<file path="config.mk">
export PLATFORM = sky130hd
export DESIGN_NAME = fiwb_ctrl
export DESIGN_NICKNAME = d
export VERILOG_FILES = /design/src/hw/fiwb_pkg.sv /design/src/hw/fiwb_ctrl.sv
export VERILOG_INCLUDE_DIRS = /design/src /design/src/hw
export SDC_FILE = /design/constraint.sdc
export NUM_CORES = 1
export LEC_CHECK = 0
export BUFFER_PORTS_ARGS = -buffer_cell sky130_fd_sc_hd__buf_2
export CELL_PAD_IN_SITES_DETAIL_PLACEMENT = 0
export CELL_PAD_IN_SITES_GLOBAL_PLACEMENT = 1
export CORE_ASPECT_RATIO = 2
export CORE_MARGIN = 2
export CORE_UTILIZATION = 40
export CTS_CLUSTER_DIAMETER = 60
export DETAILED_ROUTE_END_ITERATION = 7
export PLACE_DENSITY = 0.68
export SLEW_MARGIN = 20
export SYNTH_ARGS = -nofsm -noshare
export SYNTH_HDL_FRONTEND = slang
export SYNTH_SLANG_ARGS = --single-unit
</file>
<file path="constraint.sdc">
create_clock -name MCLK -period 22.4 [get_ports MCLK]
set_clock_uncertainty 0.15 [all_clocks]
set_input_delay 3.36 -clock MCLK [delete_from_list [all_inputs] [get_ports MCLK]]
set_output_delay 3.36 -clock MCLK [all_outputs]
set_load 0.02 [all_outputs]
</file>
<file path="src/hw/fiwb_regs.svh">
// Purpose: Register map, field positions and timing counts of the write buffer controller.
// Assumes: Byte registers on a plain address/strobe port; 40 MHz clock.
// Notes:   Register indices are local choices.
`ifndef FIWB_REGS_SVH
`define FIWB_REGS_SVH
`define FIWB_A_CTRL0        4'h0
`define FIWB_A_RSTPAT       4'h1
`define FIWB_A_CTRL2        4'h2
`define FIWB_A_ADDRL        4'h3
`define FIWB_A_ADDRH        4'h4
`define FIWB_A_D0L          4'h5
`define FIWB_A_D0H          4'h6
`define FIWB_A_D1L          4'h7
`define FIWB_A_D1H          4'h8
`define FIWB_A_D2L          4'h9
`define FIWB_A_D2H          4'hA
`define FIWB_A_D3L          4'hB
`define FIWB_A_D3H          4'hC
`define FIWB_B_EWEN         7
`define FIWB_B_TRIG         3
`define FIWB_B_WRI          2
`define FIWB_B_RDEN         1
`define FIWB_B_RDI          0
`define FIWB_B_CLR          0
`define FIWB_CTRL0_RST      8'h00
`define FIWB_PROC_WIN_NS    1000
`define FIWB_PROC_CYC       ((`FIWB_PROC_WIN_NS + 24) / 25)
`define FIWB_WRITE_CYC      8
`define FIWB_READ_CYC       2
`define FIWB_ERASE_CYC      8
`endif

</file>
<file path="src/hw/fiwb_pkg.sv">
// Purpose: Types of the write buffer controller.
// Assumes: Nothing beyond the register header.
// Notes:   Mode codes follow the control register field.
package fiwb_pkg;
  typedef enum logic [2:0] {
    FIWB_MODE_WRITE  = 3'h0,
    FIWB_MODE_ERASE  = 3'h1,
    FIWB_MODE_READ   = 3'h3,
    FIWB_MODE_ENABLE = 3'h6
  } fiwb_mode_t;
  typedef enum logic [1:0] {
    FIWB_IDLE = 2'b00,
    FIWB_BUSY = 2'b01,
    FIWB_CLR  = 2'b11
  } fiwb_state_t;
  typedef struct packed {
    logic [3:0] addr;
    logic [7:0] wdata;
    logic       wr;
    logic       rd;
  } fiwb_bus_t;
endpackage

</file>
<file path="src/hw/fiwb_ctrl.sv">
// Purpose: Write buffer, address counter and control flags for flash programming.
// Assumes: Unlock pattern check and array timing are modelled by fixed counts.
// Notes:   Erase and write touch the page array held in flip-flops.
`timescale 1ns/1ps
`include "fiwb_regs.svh"
module fiwb_ctrl
  import fiwb_pkg::*;
#(
  parameter int         PAGE_BITS = 5,
  parameter int         ADDR_BITS = 13,
  parameter logic [15:0] KEY1     = 16'h1234,
  parameter logic [15:0] KEY2     = 16'h5678,
  parameter logic [15:0] KEY3     = 16'h9ABC
) (
  input  wire logic       MCLK,
  input  wire logic       RST_N,
  input  wire logic [3:0] ADDR,
  input  wire logic [7:0] WDATA,
  input  wire logic       WR,
  input  wire logic       RD,
  output logic      [7:0] RDATA,
  output logic            CHIP_RESET_REQ,
  output logic            EW_ENABLED
);
  localparam int WORDS = 1 << PAGE_BITS;
  localparam int PAGES = 1 << (ADDR_BITS - PAGE_BITS);
  localparam int PCW   = $clog2(`FIWB_PROC_CYC + 1);

  fiwb_bus_t        bus;
  logic [7:0]       ctrl0_r;
  logic [7:0]       rstpat_r;
  logic             clr_r;
  logic [ADDR_BITS-1:0] addr_r;
  logic [7:0]       d_r [8];
  logic [15:0]      wbuf_r [WORDS];
  logic [15:0]      flash_r [WORDS];
  logic [PAGE_BITS-1:0] fpage_idx;
  fiwb_state_t      st_r;
  logic [PCW-1:0]   ptmr_r;
  logic [3:0]       opcnt_r;
  logic             proc_ok;
  logic             op_done;
  logic             load_word;
  logic             at_end;
  logic [ADDR_BITS-1:0] page_base;
  fiwb_mode_t       mode;

  assign bus       = '{addr: ADDR, wdata: WDATA, wr: WR, rd: RD};
  assign mode      = fiwb_mode_t'(ctrl0_r[6:4]);
  // Page number comes from the bits above the in-page offset only.
  assign page_base = {addr_r[ADDR_BITS-1:PAGE_BITS], {PAGE_BITS{1'b0}}};
  assign fpage_idx = addr_r[PAGE_BITS-1:0];
  assign at_end    = &addr_r[PAGE_BITS-1:0];
  assign load_word = bus.wr && bus.addr == `FIWB_A_D0H && ctrl0_r[`FIWB_B_EWEN];
  assign proc_ok   = {d_r[3], d_r[2]} == KEY1 && {d_r[5], d_r[4]} == KEY2
                     && {d_r[7], d_r[6]} == KEY3;
  assign op_done   = st_r == FIWB_BUSY && opcnt_r == 4'h1;

  // Control register 0: mixed software and hardware ownership.
  always_ff @(posedge MCLK) begin
    if (!RST_N) begin
      ctrl0_r <= `FIWB_CTRL0_RST;
    end else begin
      if (bus.wr && bus.addr == `FIWB_A_CTRL0) begin
        ctrl0_r[6:0] <= bus.wdata[6:0];
        if (!bus.wdata[`FIWB_B_EWEN]) begin
          ctrl0_r[`FIWB_B_EWEN] <= 1'b0;
        end
      end
      if (ptmr_r == PCW'(1)) begin
        ctrl0_r[`FIWB_B_TRIG] <= 1'b0;
        if (mode == FIWB_MODE_ENABLE && proc_ok) begin
          ctrl0_r[`FIWB_B_EWEN] <= 1'b1;
        end
      end
      if (op_done) begin
        ctrl0_r[`FIWB_B_WRI] <= 1'b0;
        ctrl0_r[`FIWB_B_RDI] <= 1'b0;
      end
    end
  end

  // Enable procedure timer, restarted by each trigger write.
  always_ff @(posedge MCLK) begin
    if (!RST_N) begin
      ptmr_r <= '0;
    end else if (bus.wr && bus.addr == `FIWB_A_CTRL0 && bus.wdata[`FIWB_B_TRIG]) begin
      ptmr_r <= PCW'(`FIWB_PROC_CYC);
    end else if (ptmr_r != '0) begin
      ptmr_r <= ptmr_r - PCW'(1);
    end
  end

  // Operation sequencer for write, erase and read.
  always_ff @(posedge MCLK) begin
    if (!RST_N) begin
      st_r    <= FIWB_IDLE;
      opcnt_r <= 4'h0;
    end else begin
      case (st_r)
        FIWB_IDLE: begin
          if (ctrl0_r[`FIWB_B_WRI] && ctrl0_r[`FIWB_B_EWEN]
              && (mode == FIWB_MODE_WRITE || mode == FIWB_MODE_ERASE)) begin
            st_r    <= FIWB_BUSY;
            opcnt_r <= (mode == FIWB_MODE_ERASE) ? 4'(`FIWB_ERASE_CYC) : 4'(`FIWB_WRITE_CYC);
          end else if (ctrl0_r[`FIWB_B_RDI] && ctrl0_r[`FIWB_B_RDEN]
                       && mode == FIWB_MODE_READ) begin
            st_r    <= FIWB_BUSY;
            opcnt_r <= 4'(`FIWB_READ_CYC);
          end
        end
        FIWB_BUSY: begin
          opcnt_r <= opcnt_r - 4'h1;
          if (opcnt_r == 4'h1) begin
            st_r <= FIWB_IDLE;
          end
        end
        default: st_r <= FIWB_IDLE;
      endcase
    end
  end

  // Buffer clear bit: one cycle clear, then hardware drops the bit.
  always_ff @(posedge MCLK) begin
    if (!RST_N) begin
      clr_r <= 1'b0;
    end else if (bus.wr && bus.addr == `FIWB_A_CTRL2 && bus.wdata[`FIWB_B_CLR]) begin
      clr_r <= 1'b1;
    end else begin
      clr_r <= 1'b0;
    end
  end

  // Address counter stepping the in-page offset only, stopping at the page end; no carry reaches the high byte.
  always_ff @(posedge MCLK) begin
    if (!RST_N) begin
      addr_r <= '0;
    end else if (bus.wr && bus.addr == `FIWB_A_ADDRL) begin
      addr_r[7:0] <= bus.wdata;
    end else if (bus.wr && bus.addr == `FIWB_A_ADDRH) begin
      addr_r[ADDR_BITS-1:8] <= bus.wdata[ADDR_BITS-9:0];
    end else if (load_word && !at_end) begin
      addr_r <= addr_r + ADDR_BITS'(1);
    end
  end

  // Data register pairs; a read fills pair 0 from the array.
  always_ff @(posedge MCLK) begin
    if (!RST_N) begin
      for (int i = 0; i < 8; i++) begin
        d_r[i] <= 8'h00;
      end
    end else if (op_done && mode == FIWB_MODE_READ) begin
      d_r[0] <= flash_r[fpage_idx][7:0];
      d_r[1] <= flash_r[fpage_idx][15:8];
    end else if (bus.wr && bus.addr >= `FIWB_A_D0L && bus.addr <= `FIWB_A_D3H) begin
      d_r[3'(bus.addr - `FIWB_A_D0L)] <= bus.wdata;
    end
  end

  // Write buffer and page array, one entry each per word of the page.
  generate
    for (genvar w = 0; w < WORDS; w++) begin : g_word
      always_ff @(posedge MCLK) begin
        if (!RST_N || clr_r || (op_done && mode == FIWB_MODE_WRITE)) begin
          wbuf_r[w] <= 16'h0000;
        end else if (load_word && fpage_idx == PAGE_BITS'(w)) begin
          wbuf_r[w] <= {bus.wdata, d_r[0]};
        end
      end
      always_ff @(posedge MCLK) begin
        if (!RST_N) begin
          flash_r[w] <= 16'hFFFF;
        end else if (op_done && mode == FIWB_MODE_ERASE) begin
          flash_r[w] <= 16'hFFFF;
        end else if (op_done && mode == FIWB_MODE_WRITE) begin
          flash_r[w] <= flash_r[w] & wbuf_r[w];
        end
      end
    end
  endgenerate

  // Read data register and outputs.
  always_ff @(posedge MCLK) begin
    if (!RST_N) begin
      RDATA          <= 8'h00;
      rstpat_r       <= 8'h00;
      CHIP_RESET_REQ <= 1'b0;
      EW_ENABLED     <= 1'b0;
    end else begin
      CHIP_RESET_REQ <= bus.wr && bus.addr == `FIWB_A_RSTPAT && bus.wdata == 8'h55;
      EW_ENABLED     <= ctrl0_r[`FIWB_B_EWEN];
      if (bus.wr && bus.addr == `FIWB_A_RSTPAT) begin
        rstpat_r <= bus.wdata;
      end
      if (bus.rd) begin
        case (bus.addr)
          `FIWB_A_CTRL0:  RDATA <= ctrl0_r;
          `FIWB_A_RSTPAT: RDATA <= rstpat_r;
          `FIWB_A_CTRL2:  RDATA <= {7'h00, clr_r};
          `FIWB_A_ADDRL:  RDATA <= addr_r[7:0];
          `FIWB_A_ADDRH:  RDATA <= 8'(addr_r[ADDR_BITS-1:8]);
          `FIWB_A_D0L, `FIWB_A_D0H, `FIWB_A_D1L, `FIWB_A_D1H,
          `FIWB_A_D2L, `FIWB_A_D2H, `FIWB_A_D3L, `FIWB_A_D3H:
            RDATA <= d_r[3'(bus.addr - `FIWB_A_D0L)];
          default:        RDATA <= 8'h00;
        endcase
      end else begin
        RDATA <= 8'h00;
      end
    end
  end
endmodule // fiwb_ctrl

</file>
==> reports/qor.csv <==
stage,metric,value,unit
clock_network,post-cts sizing count,0,
final_layout,Non-Filler Instances,5222,
clock_network,worst skew pair latency,0.71,ns
sta,unrepaired setup endpoints after global routing,no,
worst_setup_path,CP max FO,78,
drt,First-pass DRT Iterations,6,
clock_network,"CTS clk-pin slew, worst paths",0.07,ns
sta,period utilization,31.96,%
sta,final setup vio count,0,
die,CORE AREA,0.1216,mm²
synthesis,synthesized cell area,0.04905,mm²
worst_setup_path,nature of the critical path endpoint,register,
synthesis,ys flop type,edfxtp_1,
sta,Setup TNS Final,0,ns
sta,final hold vios,0,
drt,initial DRC count,2678,
final_layout,fillers,10850,
drt,"antenna viol nets, final",0,
hold_path,Hold WC Path Type,reg -> reg,
global_route,vias in the first global route,28600,
power_and_ir_drop,Leak,16.59,nW
final_layout,final design utilization,44.27,%
die,Ports,26,
synthesis,number of synthesized flops with an enable pin,1088,
worst_setup_path,Crit Path Class,in -> reg,
synthesis,register area share after synthesis,68.89,%
global_route,largest net degree at the start of global routing,194,
power_and_ir_drop,Worst VDD drop,0.00006978,V
global_route,initial antenna violation count,11,
global_route,first-pass GRT wire length,198.2,mm
synthesis,Synth top area share,66.61,%
clock_network,post-CTS setup buffers,0,
worst_setup_path,Worst path max stage delay,0.94,ns
die,die area,0.1256,mm²
synthesis,synthesis-stage register bit count,1144,
job,max-cap violation count,0,
die,Initial Utilization,40.33,%
drt,via/cell ratio,5.383,
placed_design,PortBufs,25,
sta,worst slew pin tran,1.184,ns
final_layout,fraction of layout cells with a size suffix above 1,12.24,%
worst_setup_path,Most common cell on crit path,buf_4,
drt,drt wl/cell,26.11,µm
placed_design,Placed Area,0.05069,mm²
synthesis,yosys warns,0,
worst_setup_path,worst path required time,22.56,ns
final_layout,Seq. cell area,0.03380,mm²
global_route,GR Overflow Total,0,
synthesis,Synth Net Count,3659,
final_layout,final instance area,0.05384,mm²
clock_network,Max clock buf depth,3,
clock_network,CTS tree,built,
worst_setup_path,CP max-delay cell,buf_4,
clock_network,clock root cell,clkbuf_16,
placed_design,Cells after DPL,5032,
final_layout,area grow syn2layout,9.762,%
clock_network,total CTS buffers,99,
clock_network,# hold bufs at CTS,0,
worst_setup_path,crit path DAT,7.32,ns
sta,f_max,139.7,MHz
clock_network,CTS sink cnt,1144,
global_route,gr usage total,21.90,%
synthesis,Synth area leader,edfxtp_1,
synthesis,"top cells by area, synth","edfxtp_1 67%, nand2_1 8.6%, mux4_2 7.2%",
drt,# DRC,0,
sta,Tmin final,7.160,ns
sta,fin. max-slew vios,0,
power_and_ir_drop,pwr dens,79.78,mW/mm²
final_layout,Multi-input gate area,0.01434,mm²
drt,via count,28110,
sta,Slew HR,21.06,%
placed_design,detailed placement HPWL,83.79,mm
drt,Detailed Route WL,136.4,mm
die,Die X,251.6,µm
synthesis,syn avg cell area,13.52,µm²
placed_design,routability cong.,0.8489,
clock_network,H-Tree Depth,3,
outcome,outcome,completed,
final_layout,nets,3609,
worst_setup_path,CP startpoint kind,primary input,
worst_setup_path,CP cell instances,buf_2 -> buf_4 -> nand2_4 -> buf_4 -> buf_4 -> buf_4,
synthesis,Post-synth ARST share,0,%
die,DIE HEIGHT,499.2,µm
die,Rows,181,
synthesis,Synth cell types,69,
synthesis,Cells after Synth,3628,
-- registers in the layout, summed over array words and instances, names as in the netlist, 4 cells and up, named ones only --
register / cells
d_r: 64
ctrl0_r: 8
ptmr_r: 6
addr_r: 13
RDATA: 8
flash_r: 512
rstpat_r: 8
opcnt_r: 4
wbuf_r: 512
-- Yosys cell counts (8+ instances only) --
master    number
mux4_2       157
and2_1       521
nand2b_1      11
a21oi_1       23
nor2_2         9
edfxtp_1    1088
and3_1        27
xor2_1         8
o21ai_0       36
inv_1         13
a22oi_1       15
a221oi_1       8
o21a_1         8
nor2_1        50
a211oi_1      18
dfxtp_1       56
nor2_4        20
mux2i_1       38
nand3_1       20
buf_2         54
nor3_1        37
nand2_1     1118
clkbuf_2      30
ha_1          15
a31oi_1        8
clkbuf_1     128
-- area by class of cell --
cell class	count	share of cell area [%]
clock inverters	52	0.8459
repair buffers	79	1.078
flip-flops and latches	1144	62.78
inverters	16	0.1116
multi-input cells	2238	26.63
well taps	1555	3.614
diodes	8	0.03718
clock buffers	130	4.899
-- per-layer routing --
metal	vias to the layer above	GRT usage, %	share of wire (%)
li1	12730	-	-
met2	776	41.44	55
met4	0	11.32	5.6
met3	237	2.186	3.9
met5	-	0	0
met1	14370	23.96	35
-- critical path: cells and delay by family --
family | cells | cell delay [ns]
buf+inv | 5 | 3.02
simple gates | 1 | 0.71
-- power breakdown --
| group | switching (mW) | leakage (nW) | internal [mW] |
|---|---|---|---|
| sequential | 0.0251 | 9.81 | 2.38 |
| clock | 0.808 | 1.54 | 0.904 |
| combinational | 0.134 | 5.24 | 0.0450 |
| total | 0.967 | 16.6 | 3.33 |
-- per-stage QoR --
step	hold slack, ns	setup slack [ns]	total power, mW
2_1_floorplan	0.2817	7.038	2.575
3_3_place_gp	0.2932	14.49	2.630
3_5_place_dp	0.2975	14.44	2.632
4_1_cts	0.3078	15.22	4.326
5_1_grt	0.3194	15.00	4.413
6_report	0.3074	15.24	4.295
-- final timing paths --
path                    start  cells past startpoint  slack, ns             end
setup / recovery        RST_N                      6      15.24  flash_r[6][15]
hold / removal    rstpat_r[1]                      2       0.31     rstpat_r[1]
setup reg to reg   opcnt_r[0]                      7      16.96  flash_r[6][15]
hold reg to reg   rstpat_r[1]                      2       0.31     rstpat_r[1]
-- cells by family (layout without fill, tap and decap cells) --
family                   after synthesis  in the layout  synth area share (%)
multiplexers                         195            195                 7.984
flip-flops                          1144           1144                 68.89
AO/OA/AOI/OAI                        148            148                 2.087
buffers and inverters                246            277                 2.242
other                                  0              8                     0
XOR/XNOR                              16             16                0.3393
adder cells (fa/ha/maj)               15             15                0.3826
AND/OR/NAND/NOR                     1864           1864                 18.07
-- placed cells by master, fill, tap and decap left out, drive strengths merged, types with 8 or more instances in the layout --
cell / n
a211oi: 18
a21oi: 24
a221oi: 8
a22oi: 15
a31oi: 8
and2: 523
and3: 27
buf: 79
clkbuf: 130
clkinv: 37
dfxtp: 56
diode: 8
edfxtp: 1088
ha: 15
inv: 24
mux2i: 38
mux4: 157
nand2: 1118
nand2b: 11
nand3: 23
nor2: 79
nor3: 37
o21a: 8
o21ai: 37
xor2: 9
Note: power is estimated with default switching activity, not from simulation.
